[config.mk]
export PLATFORM = sky130hd
export DESIGN_NAME = qpd_decoder
export DESIGN_NICKNAME = d
export VERILOG_FILES = /design/src/qpd_store.sv /design/src/qpd_decoder.sv
export SDC_FILE = /design/constraint.sdc
export NUM_CORES = 1
export LEC_CHECK = 0
export BUFFER_PORTS_ARGS = -buffer_cell sky130_fd_sc_hd__buf_2
export CORE_ASPECT_RATIO = 0.6
export CORE_UTILIZATION = 30
export CTS_CLUSTER_DIAMETER = 80
export DETAILED_ROUTE_END_ITERATION = 8
export PLACE_DENSITY_LB_ADDON = 0.3
export SLEW_MARGIN = 20
export SYNTH_ARGS = -nofsm -noshare
export SYNTH_HDL_FRONTEND = slang
export SYNTH_SLANG_ARGS = --single-unit
[constraint.sdc]
create_clock -name clk_i -period 12 [get_ports clk_i]
set_clock_uncertainty 0.15 [all_clocks]
set_input_delay 0.6 -clock clk_i [delete_from_list [all_inputs] [get_ports clk_i]]
set_output_delay 0.6 -clock clk_i [all_outputs]
set_load 0.005 [all_outputs]
[src/qpd_store.sv]
`timescale 1ns/10ps
`default_nettype none
package qpd_pkg;
  // instruction opcodes, upper nibble of the instruction byte
  localparam logic [3:0] OP_RD_WIPER       = 4'h9;
  localparam logic [3:0] OP_WR_WIPER       = 4'ha;
  localparam logic [3:0] OP_RD_STORED      = 4'hb;
  localparam logic [3:0] OP_WR_STORED      = 4'hc;
  localparam logic [3:0] OP_XFR_TO_WIPER   = 4'hd;
  localparam logic [3:0] OP_XFR_TO_STORED  = 4'he;
  localparam logic [3:0] OP_GXFR_TO_WIPER  = 4'h1;
  localparam logic [3:0] OP_GXFR_TO_STORED = 4'h8;
  localparam logic [3:0] OP_STEP           = 4'h2;
  // bit counter marks inside a byte slot
  localparam logic [3:0] CNT_ACK           = 4'h8;
  localparam logic [3:0] CNT_DONE          = 4'h9;
  // values after reset
  localparam logic [7:0] WIPER_RESET       = 8'h00;
  localparam logic [7:0] STORED_RESET      = 8'h00;
  localparam logic [1:0] RECALL_REG        = 2'h0;
  // nonvolatile write time, longest time so rounded down
  localparam int         CLK_HZ            = 25_000_000;
  localparam int         NV_STORE_TIME_MS  = 10;
  localparam int         NV_STORE_CYCLES   = NV_STORE_TIME_MS * (CLK_HZ / 1000);
  // protocol states, gray along address, instruction, data
  typedef enum logic [2:0] {
    ST_IDLE  = 3'b000,
    ST_ADDR  = 3'b001,
    ST_INSTR = 3'b011,
    ST_WDATA = 3'b010,
    ST_RDATA = 3'b110,
    ST_STEP  = 3'b111,
    ST_HOLD  = 3'b101
  } qpd_state_t;
endpackage

module qpd_store #(
  parameter int NV_CYCLES = qpd_pkg::NV_STORE_CYCLES
) (
  input  wire logic        clk_i,      // 25 MHz clock
  input  wire logic        rst_i,      // sync reset, active high
  input  wire logic        ce_i,       // clock enable
  input  wire logic        wr_i,       // start a store cycle
  input  wire logic [3:0]  wr_pot_i,   // pots written
  input  wire logic [1:0]  wr_reg_i,   // stored setting index
  input  wire logic [31:0] wr_data_i,  // byte per pot
  input  wire logic [1:0]  rd_reg_i,   // index read for all pots
  output logic      [31:0] rd_data_o,  // byte per pot
  output logic             busy_o      // store cycle running
);
  localparam int CW = $clog2(NV_CYCLES + 1);

  // refuse a store time the counter cannot hold
  if (NV_CYCLES < 1 || NV_CYCLES > 16777215)
  begin : g_bad_cycles
    $error("qpd_store: NV_CYCLES out of range");
  end

  logic [7:0]    mem_q [16];
  logic [CW-1:0] cnt_q;

  // storage array and store-cycle timer
  always_ff @(posedge clk_i)
  begin
    if (rst_i)
    begin
      for (int i = 0; i < 16; i++)
        mem_q[i] <= qpd_pkg::STORED_RESET;
      cnt_q <= '0;
    end
    else if (ce_i)
    begin
      if (wr_i && !busy_o)
      begin
        for (int p = 0; p < 4; p++)
          if (wr_pot_i[p])
            mem_q[{wr_reg_i, p[1:0]}] <= wr_data_i[8*p +: 8];
        cnt_q <= CW'(NV_CYCLES);
      end
      else if (cnt_q != '0)
        cnt_q <= cnt_q - CW'(1);
    end
  end

  assign busy_o = (cnt_q != '0);

  // one read port per pot at the same index
  for (genvar g = 0; g < 4; g++)
  begin : g_rd
    assign rd_data_o[8*g +: 8] = mem_q[{rd_reg_i, 2'(g)}];
  end
endmodule
`default_nettype wire

[src/qpd_decoder.sv]
`timescale 1ns/10ps
`default_nettype none
module qpd_decoder #(
  parameter int         NV_CYCLES = qpd_pkg::NV_STORE_CYCLES,
  parameter logic [3:0] DEV_TYPE  = 4'h9  // type code, value arbitrary
) (
  input  wire logic        clk_i,          // 25 MHz clock
  input  wire logic        rst_i,          // sync reset, active high
  input  wire logic        ce_i,           // clock enable, freezes state
  input  wire logic        scl_i,          // serial clock pin
  input  wire logic        sda_i,          // serial data pin level
  output logic             sda_o,          // serial data drive value
  output logic             sda_oe_o,       // high while pulling data low
  input  wire logic [3:0]  strap_addr_i,   // strapped address pins
  input  wire logic        supplies_ok_i,  // all supplies final
  output logic      [31:0] wiper_counter_o, // wiper per pot, pot0 low
  output logic             nv_busy_o,      // store cycle running
  output logic             stepping_o,     // step mode active
  output logic             ready_o         // power-up recall done
);
  qpd_pkg::qpd_state_t state_q;
  logic [2:0]  scl_q, sda_q;   // [0] sync1, [1] sync2, [2] previous
  logic [1:0]  pg_q;
  logic [3:0]  strap_m_q, strap_s_q;
  logic [3:0]  cnt_q;
  logic [7:0]  shift_q, instr_q, data_q, tx_q;
  logic        oe_q, pend_q, recalled_q;
  logic [7:0]  wiper_q [4];
  logic [31:0] rd_all, wiper_flat, wr_data;
  logic [1:0]  rd_reg;
  logic [3:0]  wr_pot;
  logic        nv_busy, wr_go, accept;

  // instruction legal with its forced-zero fields
  function automatic logic qpd_instr_ok(input logic [7:0] b);
    case (b[7:4])
      qpd_pkg::OP_RD_WIPER, qpd_pkg::OP_WR_WIPER, qpd_pkg::OP_STEP:
        return b[3:2] == 2'h0;
      qpd_pkg::OP_RD_STORED, qpd_pkg::OP_WR_STORED,
      qpd_pkg::OP_XFR_TO_WIPER, qpd_pkg::OP_XFR_TO_STORED:
        return 1'b1;
      qpd_pkg::OP_GXFR_TO_WIPER, qpd_pkg::OP_GXFR_TO_STORED:
        return b[1:0] == 2'h0;
      default:
        return 1'b0;
    endcase
  endfunction

  // pin synchronisers, two flops before any logic
  always_ff @(posedge clk_i)
  begin
    if (rst_i)
    begin
      scl_q     <= 3'h7;
      sda_q     <= 3'h7;
      pg_q      <= 2'h0;
      strap_m_q <= 4'h0;
      strap_s_q <= 4'h0;
    end
    else if (ce_i)
    begin
      scl_q     <= {scl_q[1:0], scl_i};
      sda_q     <= {sda_q[1:0], sda_i};
      pg_q      <= {pg_q[0], supplies_ok_i};
      strap_m_q <= strap_addr_i;
      strap_s_q <= strap_m_q;
    end
  end

  // bus events from synchronised levels
  wire scl_s    = scl_q[1];
  wire sda_s    = sda_q[1];
  wire pg_s     = pg_q[1];
  wire scl_rise = scl_s & ~scl_q[2];
  wire scl_fall = ~scl_s & scl_q[2];
  wire start_ev = scl_s & scl_q[2] & sda_q[2] & ~sda_s;
  wire stop_ev  = scl_s & scl_q[2] & ~sda_q[2] & sda_s;

  // latched instruction fields
  wire [3:0] op   = instr_q[7:4];
  wire [1:0] rsel = instr_q[3:2];
  wire [1:0] psel = instr_q[1:0];
  wire [7:0] sel_wiper = wiper_q[psel];

  // byte returned by a read, chosen from the incoming instruction
  wire [7:0] rd_byte = (shift_q[7:4] == qpd_pkg::OP_RD_WIPER) ?
                       wiper_q[shift_q[1:0]] :
                       rd_all[{shift_q[1:0], 3'b000} +: 8];

  // acknowledge decision per byte slot
  wire addr_hit = (shift_q[7:4] == DEV_TYPE) && (shift_q[3:0] == strap_s_q);
  assign accept = (state_q == qpd_pkg::ST_ADDR)  ? addr_hit && !nv_busy && recalled_q :
                  (state_q == qpd_pkg::ST_INSTR) ? qpd_instr_ok(shift_q) :
                  (state_q == qpd_pkg::ST_WDATA);

  // protocol engine: address, instruction, data, ack slots
  always_ff @(posedge clk_i)
  begin
    if (rst_i)
    begin
      state_q <= qpd_pkg::ST_IDLE;
      cnt_q   <= 4'h0;
      shift_q <= 8'h00;
      instr_q <= 8'h00;
      data_q  <= 8'h00;
      tx_q    <= 8'h00;
      oe_q    <= 1'b0;
      pend_q  <= 1'b0;
    end
    else if (ce_i)
    begin
      if (start_ev)
      begin
        state_q <= qpd_pkg::ST_ADDR;
        cnt_q   <= 4'h0;
        oe_q    <= 1'b0;
        pend_q  <= 1'b0;
      end
      else if (stop_ev)
      begin
        state_q <= qpd_pkg::ST_IDLE;
        oe_q    <= 1'b0;
        pend_q  <= 1'b0;
      end
      else
        case (state_q)
          qpd_pkg::ST_ADDR, qpd_pkg::ST_INSTR, qpd_pkg::ST_WDATA:
          begin
            if (scl_rise)
            begin
              if (cnt_q < qpd_pkg::CNT_ACK)
                shift_q <= {shift_q[6:0], sda_s};
              cnt_q <= cnt_q + 4'h1;
            end
            else if (scl_fall && cnt_q == qpd_pkg::CNT_ACK)
            begin
              if (accept)
                oe_q <= 1'b1;
              else
                state_q <= qpd_pkg::ST_IDLE;
            end
            else if (scl_fall && cnt_q == qpd_pkg::CNT_DONE)
            begin
              oe_q  <= 1'b0;
              cnt_q <= 4'h0;
              if (state_q == qpd_pkg::ST_ADDR)
                state_q <= qpd_pkg::ST_INSTR;
              else if (state_q == qpd_pkg::ST_WDATA)
              begin
                data_q  <= shift_q;
                pend_q  <= 1'b1;
                state_q <= qpd_pkg::ST_HOLD;
              end
              else
              begin
                instr_q <= shift_q;
                case (shift_q[7:4])
                  qpd_pkg::OP_RD_WIPER, qpd_pkg::OP_RD_STORED:
                  begin
                    tx_q    <= rd_byte;
                    oe_q    <= ~rd_byte[7];
                    state_q <= qpd_pkg::ST_RDATA;
                  end
                  qpd_pkg::OP_WR_WIPER, qpd_pkg::OP_WR_STORED:
                    state_q <= qpd_pkg::ST_WDATA;
                  qpd_pkg::OP_STEP:
                    state_q <= qpd_pkg::ST_STEP;
                  default:
                  begin
                    pend_q  <= 1'b1;
                    state_q <= qpd_pkg::ST_HOLD;
                  end
                endcase
              end
            end
          end
          qpd_pkg::ST_RDATA:
          begin
            if (scl_rise)
              cnt_q <= cnt_q + 4'h1;
            else if (scl_fall && cnt_q < qpd_pkg::CNT_ACK)
            begin
              tx_q <= {tx_q[6:0], 1'b0};
              oe_q <= ~tx_q[6];
            end
            else if (scl_fall)
            begin
              oe_q    <= 1'b0;  // master acknowledge slot
              state_q <= qpd_pkg::ST_HOLD;
            end
          end
          default:
            state_q <= state_q;
        endcase
    end
  end

  // store request at the stop that ends a store frame
  assign wr_go  = stop_ev && pend_q &&
                  (op == qpd_pkg::OP_WR_STORED || op == qpd_pkg::OP_XFR_TO_STORED ||
                   op == qpd_pkg::OP_GXFR_TO_STORED);
  assign wr_pot = (op == qpd_pkg::OP_GXFR_TO_STORED) ? 4'hf : 4'(4'h1 << psel);
  assign wiper_flat = {wiper_q[3], wiper_q[2], wiper_q[1], wiper_q[0]};
  assign wr_data    = (op == qpd_pkg::OP_WR_STORED) ? {4{data_q}} : wiper_flat;
  assign rd_reg     = !recalled_q ? qpd_pkg::RECALL_REG :
                      (state_q == qpd_pkg::ST_INSTR) ? shift_q[3:2] : rsel;

  qpd_store #(
    .NV_CYCLES (NV_CYCLES)
  ) u_store (
    .clk_i     (clk_i),
    .rst_i     (rst_i),
    .ce_i      (ce_i),
    .wr_i      (wr_go),
    .wr_pot_i  (wr_pot),
    .wr_reg_i  (rsel),
    .wr_data_i (wr_data),
    .rd_reg_i  (rd_reg),
    .rd_data_o (rd_all),
    .busy_o    (nv_busy)
  );

  // wiper counters: recall, stepping, frame results
  always_ff @(posedge clk_i)
  begin
    if (rst_i)
    begin
      for (int p = 0; p < 4; p++)
        wiper_q[p] <= qpd_pkg::WIPER_RESET;
      recalled_q <= 1'b0;
    end
    else if (ce_i)
    begin
      if (!recalled_q)
      begin
        if (pg_s)
        begin
          for (int p = 0; p < 4; p++)
            wiper_q[p] <= rd_all[8*p +: 8];
          recalled_q <= 1'b1;
        end
      end
      else if (state_q == qpd_pkg::ST_STEP && scl_rise)
      begin
        if (sda_s && sel_wiper != 8'hff)
          wiper_q[psel] <= sel_wiper + 8'h01;
        else if (!sda_s && sel_wiper != 8'h00)
          wiper_q[psel] <= sel_wiper - 8'h01;
      end
      else if (stop_ev && pend_q)
        case (op)
          qpd_pkg::OP_WR_WIPER:
            wiper_q[psel] <= data_q;
          qpd_pkg::OP_XFR_TO_WIPER:
            wiper_q[psel] <= rd_all[{psel, 3'b000} +: 8];
          qpd_pkg::OP_GXFR_TO_WIPER:
            for (int p = 0; p < 4; p++)
              wiper_q[p] <= rd_all[8*p +: 8];
          default:
            wiper_q[psel] <= sel_wiper;
        endcase
    end
  end

  // outputs
  assign sda_o           = 1'b0;
  assign sda_oe_o        = oe_q;
  assign wiper_counter_o = wiper_flat;
  assign nv_busy_o       = nv_busy;
  assign stepping_o      = (state_q == qpd_pkg::ST_STEP);
  assign ready_o         = recalled_q;
endmodule
`default_nettype wire

# Yosys cells after proc, flatten, opt, wreduce, memory -nomap -nowiden
# Memory sizes are Yosys's and may differ from the RTL's. A register that Yosys moved wholly into a read port is not among the register bits.
# Cells that the tools add are included.
# W data, S select, Z words.
[totals]
latchBits = 0
register_bits = 75
romBits = 0
mem_bits_rw = 160
memories = 2
[op_classes]
n_bitwise = 31
addsub = 4
mux = 161
n_reduce_logical = 48
multipliers = 0
n_shift = 3
div = 0
eq_ne = 48
n_lt_le_gt_ge = 1
[mem_list]
columns = ["name", "depth", "word_bits", "read_ports", "rd_clocked_by_memory_dff", "write_ports", "line_no", "rtl"]
rows = [
  ["u_store.mem_q", 16, 8, 4, 0, 16, "qpd_store.sv:59", "logic [7:0] mem_q [16];"],
  ["wiper_q", 4, 8, 6, 2, 4, "qpd_decoder.sv:28", "logic [7:0] wiper_q [4];"],
]
[ops]
columns = ["cell", "n"]
rows = [
  ["$mux W8", 18],
  ["$mux W1", 97],
  ["$shiftx A32 B6 Y8", 2],
  ["$eq A4 B4 Y1 const B", 14],
  ["$mux W7", 8],
  ["$mux W4", 11],
  ["$reduce_or A8 Y1", 5],
  ["$mux W18", 2],
  ["$mux W3", 11],
  ["$mux W32", 1],
  ["$ne A4 B4 Y1 const B", 6],
  ["$ne A5 B5 Y1 const B", 4],
  ["$reduce_and A9 Y1", 2],
  ["$reduce_bool A18 Y1", 1],
  ["$sub A18 B1 Y18 const B", 1],
  ["$ne A2 B2 Y1 const B", 8],
  ["$mux W2", 7],
  ["$pmux W7 S2", 1],
  ["$reduce_and A7 Y1", 2],
  ["$logic_and A1 B1 Y1", 12],
  ["$not A1 Y1", 12],
  ["$or A1 B1 Y1", 12],
  ["$reduce_and A12 Y1", 1],
  ["$reduce_and A6 Y1", 2],
  ["other kinds (35)", 56],
]

# Longest topological paths before layout
# An unclocked memory read counts as a cell.
[depth]
word_depth = 16
ltp_mapped = 14
depth_no_buf = 13

# Modules after synthesis
# Synthesis repeated with hierarchy kept, for this count alone.
[hier_totals]
hier_cells = 1185
area_unflattened_um2 = 12774.8
[by_module_without_submodules]
columns = ["module", "area_each_um2", "cells_per_inst", "seq_area_each_um2", "instances"]
rows = [
  ["qpd_store", 6434.9, 487, 4204.0, 1],
  ["qpd_decoder", 6339.8, 698, 2182.1, 1],
]

# Worst setup path after synthesis
# No wires, ideal clock.
[synth_timing]
path_type = "reg2reg"
from = "reg (tool-made name)"
to = "mem wiper_q[3][3], data pin"
slack_ps = 7836
synth_period_minus_slack_ps = 4164
path_buffers = 1
path_stages_with_launch = 15
setup_ps = 256
arrival_ps = 3757
path_cell_list = "dfxtp_1 > buf_2 > mux4_2 > or4_1 > o21ai_0 > inv_1 > ha_1 > a21o_1 > a31oi_1 > nor3_1 > o32a_1 > o32ai_1 > a21o_1 > nor2_1 > o22a_1"
[synth_rtl]
columns = ["element", "line_no"]
rows = [
  ["to (decl)", "qpd_decoder.sv:28"],
]

==> flow_results.org <==
** Outcome
- Status :: completed

** CTS
- Root buffer cell :: sky130_fd_sc_hd__clkbuf_16
- The clock reaches the later pin of the worst-skew pair after 560 ps.
- Clock sink count :: around 240
- No sink is reached through more buffers than the 3 on the longest clock path.
- H-Tree Level Count :: 1
- Number of gates given a new drive strength after cts :: 0
- TritonCTS clock tree :: yes
- Once the clock tree was built, the setup fixing pass inserted 0 buffers.
- Buffers inserted during clock tree synthesis total 25.
- After clock tree synthesis, the clock-pin slew on the worst setup and hold paths is about 70 ps.
- For this design, the CTS-stage hold fixing added 0 buffers.

** Finish
- Summing all flip-flop and latch instances after layout gives around 6400 sq um.
- At the end of the flow, the number of nets in the layout was 1290.
- Fraction of layout instances using a drive strength above 1 :: between 10% and 20%
- The finished layout holds between 1500 and 2000 standard cells, fillers aside.
- 0 antenna diodes ended up in the layout.
- Combined area of the multi-input logic cells :: 5800 sq um
- From synthesis to final layout, the design area changed by 12.6%.
- Filler cells :: 4112
- The finished cells cover roughly 14000 sq um.

** Setup path
- In this run the worst setup path terminates at wiper_q[2][7]$_DFFE_PP_.
- The slowest stage of the critical path belongs to the cell sky130_fd_sc_hd__dfxtp_1.
- The worst register-to-register path has a depth of 13.
- By instance count, the cell type seen most on the critical path is sky130_fd_sc_hd__a31oi_1.
- The setup path with the least slack is of type reg2reg.
- Grouping stages by cell kind, the critical path spends the most delay in compound AO/OA/AOI/OAI gates.
- In this run the register-to-register setup slack is 7010 ps.
- Counting both buffers and inverters, the worst setup path holds a total of 1.
- Worst r2r dst :: wiper_q[2][7]$_DFFE_PP_
- Critical Path End Type :: register
- Arrival time reported for the critical path endpoint :: 5100 ps
- For this run, the slowest stage of the critical path takes 760 ps.
- Critical path fanouts, max :: 8
- Worst Setup Start Kind :: register
- CP required :: between 10000 and 15000 ps
- Traced cell by cell, the critical path runs through mux4_2, or4_1, o21ai_0, inv_1, ha_1, a21o_1, a31oi_1, a21oi_1, a31oi_1, xor2_1, o32ai_1, nor2_1, o31ai_1.
- WP depth :: 13

** Place
- Routability-driven placement congestion ratio :: 1.01
- Placed cell areas :: 13300 sq um
- Once placement completed, the tool counted placed cells totaling ~1800.
- Detailed placement ended at an HPWL of between 30000 and 40000 microns.
- IO buf count :: 45

** Global routing
- Summed over all layers, the global routing overflow is 0.
- The number of antenna violations at the first check in global routing was 0.
- The first global-routing pass estimated 64700 microns of wire.
- Across every metal layer, demand over resource in global routing totals 20.5%.
- Number of global-route vias before repair :: 9237
- Largest net degree at the start of global routing :: 58

** Detailed routing
- After detailed routing, the number of vias per cell comes to 5.59.
- The count of nets left with antenna violations once routing finished came out at 0.
- The first detailed-routing pass ran for 5 iterations.
- Final routed DRC violation total :: 0
- DRT iter0 DRCs :: 1417
- Average detailed-routed wire length per instance :: 23.9 microns
- The detailed router placed 10300 vias in this run.
- WL final :: 44200 microns

** STA
- For the pin with the worst max-slew slack, the measured transition is 1180 ps.
- Final Cycle Share :: 41.5%
- Worst-case hold slack :: 121 ps
- Number of hold violations in the final report :: 0
- RSZ-0062 raised after global routing :: false
- Slew Limit Fails :: 0
- Final Critical Period :: 4990 ps
- Summed over all failing endpoints, the final setup total negative slack is 0 ps.
- Worst slew margin :: 21.4%
- Maximum clock frequency :: 201 MHz
- Setup violations remaining at the end of the flow were counted as 0.

** Yosys
- Main area contributors after synthesis :: sky130_fd_sc_hd__edfxtp_1 (38%), sky130_fd_sc_hd__dfxtp_1 (13%), sky130_fd_sc_hd__nor2_1 (6.8%)
- Dominant cell by count in the synthesized netlist :: sky130_fd_sc_hd__nor2_1
- After synthesis, the most frequently instantiated cells are sky130_fd_sc_hd__nor2_1 (227), sky130_fd_sc_hd__nand2_1 (180), sky130_fd_sc_hd__edfxtp_1 (160).
- The synthesized design contains ~240 register bits.
- Counting flops with an async set or reset pin after synthesis yields a share of 0%.
- The top cell type by area accounts for 38.2% of the synthesized area.
- After technology mapping, the gate count stands at 1263.
- In this run, synthesis inferred 160 flip-flops with an integrated enable.
- The synthesized netlist contains 82 unique library cells.
- Cell type with the largest total area after synthesis :: sky130_fd_sc_hd__edfxtp_1
- The number of nets handed over by synthesis was 1284.
- The cell area that synthesis handed to floorplanning was 12600 sq um.
- Sequential elements use 50.8% of the synthesized area.
- Average cell area after synthesis :: approximately 10 sq um
- The Yosys step of the flow raised 0 warnings.
- For this run, the leading register cell type out of synthesis is sky130_fd_sc_hd__edfxtp_1.

** Die
- Core Rows :: 57
- Once the floorplan was initialized, standard cells occupied 30.8% of the core.
- The total area inside the core boundary comes to 40900 sq um.
- The die covers around 43000 sq um.
- Measured along the y axis, the die boundary spans 161 microns.
- Top-Level Pins :: 47
- The floorplan step set the die width to 266 microns.

** Hold path
- Type of the worst min-delay path :: in2reg

** Pwr
- Leak Pwr :: between 5 and 6 nW
- Worst IR drop on VDD :: 84.2 uV
- In this run the power density over the cells is ~130 nW/um^2.

** Flow run
- The tool flagged a number of max-cap violations equal to 0.
sequential cells by signal, summed over array words and instances (netlist names), 4 cells and up, named ones only:
name / flops
u_store.mem_q: 128
wiper_q: 32
u_store.cnt_q: 18
data_q: 8
instr_q: 8
shift_q: 8
tx_q: 7
cnt_q: 4
strap_m_q: 4
strap_s_q: 4
cells by family (layout without fill, tap and decap cells):
logic type,Yosys count,after routing,share of synthesized area (%)
AOI/OAI and AO/OA,237,237,12.4
xor gates and xnor gates,26,26,1.81
adders and majority gates,12,12,1.23
buffers and inverters,98,122,3.32
DFF,239,239,50.8
muxes,99,99,10.9
other,1,1,0.0298
and+or+nand+nor,551,551,19.6
placed cells by master, fill, tap and decap left out, types with 5 or more instances in the layout:
cell type                     n
sky130_fd_sc_hd__nand2_1    180
sky130_fd_sc_hd__o211ai_1     9
sky130_fd_sc_hd__inv_1       20
sky130_fd_sc_hd__and3_1      20
sky130_fd_sc_hd__o32ai_1      5
sky130_fd_sc_hd__and2_1      12
sky130_fd_sc_hd__or2_2        5
sky130_fd_sc_hd__a22o_1      12
sky130_fd_sc_hd__ha_1        10
sky130_fd_sc_hd__mux4_2      29
sky130_fd_sc_hd__a22oi_1     12
sky130_fd_sc_hd__a21o_1       7
sky130_fd_sc_hd__o31ai_1      9
sky130_fd_sc_hd__nor2_1     227
sky130_fd_sc_hd__buf_4       12
sky130_fd_sc_hd__dfxtp_1     79
sky130_fd_sc_hd__nor3_1      19
sky130_fd_sc_hd__a21oi_1     72
sky130_fd_sc_hd__nor2b_1     12
sky130_fd_sc_hd__a31oi_1     26
sky130_fd_sc_hd__nand4_1     10
sky130_fd_sc_hd__o21ai_0     40
sky130_fd_sc_hd__xor2_1      15
sky130_fd_sc_hd__xnor2_1     11
sky130_fd_sc_hd__nor4_1       7
sky130_fd_sc_hd__nand3_1     16
sky130_fd_sc_hd__mux2i_1     64
sky130_fd_sc_hd__clkbuf_16   29
sky130_fd_sc_hd__buf_2       45
sky130_fd_sc_hd__nand2b_1    10
sky130_fd_sc_hd__edfxtp_1   160
routing by layer:
metal | wire length (microns) | up-vias | GRT usage [%]
li1 | - | 4609 | -
met1 | 21500 | 5112 | 32.9
met2 | 15900 | 535 | 24.5
met3 | 6060 | 60 | 8.75
met4 | 724 | 0 | 3.53
met5 | 0 | - | 0
worst reg2reg max path, delay by kind of cell (launching register included):
kind	cells	cell delay (ps)
xor gates and xnor gates	1	200
muxes	1	710
DFF	1	760
and+or+nand+nor	2	860
AOI/OAI and AO/OA	7	1430
buffers and inverters	1	230
adders and majority gates	1	390
final cells by class:
cell class	instances	area share (%)
Clock inverter	14	1.04
Tap cell	560	4.95
Inverter	20	0.530
Timing Repair Buffer	57	2.23
Sequential cell	239	45.1
Clock buffer	31	5.18
Multi-Input combinational cell	926	41.0
per-stage QoR:
stage,util [%],power [mW],setup WS (ps)
global placement,32.5,1.04,7120
finish,34.6,1.88,7010
CTS,34.6,1.88,7100
global route,34.6,1.93,6770
floorplan,-,0.995,7840
detailed placement,32.5,1.04,7120
how the worst min path moves through the flow:
stage / cells past startpoint / from / endpoint
floorplan: 2 / scl_q[0]$_SDFFE_PP1P_ / scl_q[0]$_SDFFE_PP1P_
global placement: 2 / scl_q[0]$_SDFFE_PP1P_ / scl_q[0]$_SDFFE_PP1P_
detailed placement: 2 / u_store.cnt_q[3]$_SDFFE_PP0P_ / u_store.cnt_q[3]$_SDFFE_PP0P_
CTS: 3 / scl_i / scl_q[0]$_SDFFE_PP1P_
global route: 3 / scl_i / scl_q[0]$_SDFFE_PP1P_
finish: 3 / scl_i / scl_q[0]$_SDFFE_PP1P_
report_power, final:
part / total [mW] / switching, mW / internal [mW]
sequential: 0.922 / 0.0165 / 0.906
combinational: 0.108 / 0.0763 / 0.0313
clock: 0.850 / 0.351 / 0.499
(Power assumes the default switching activity.)
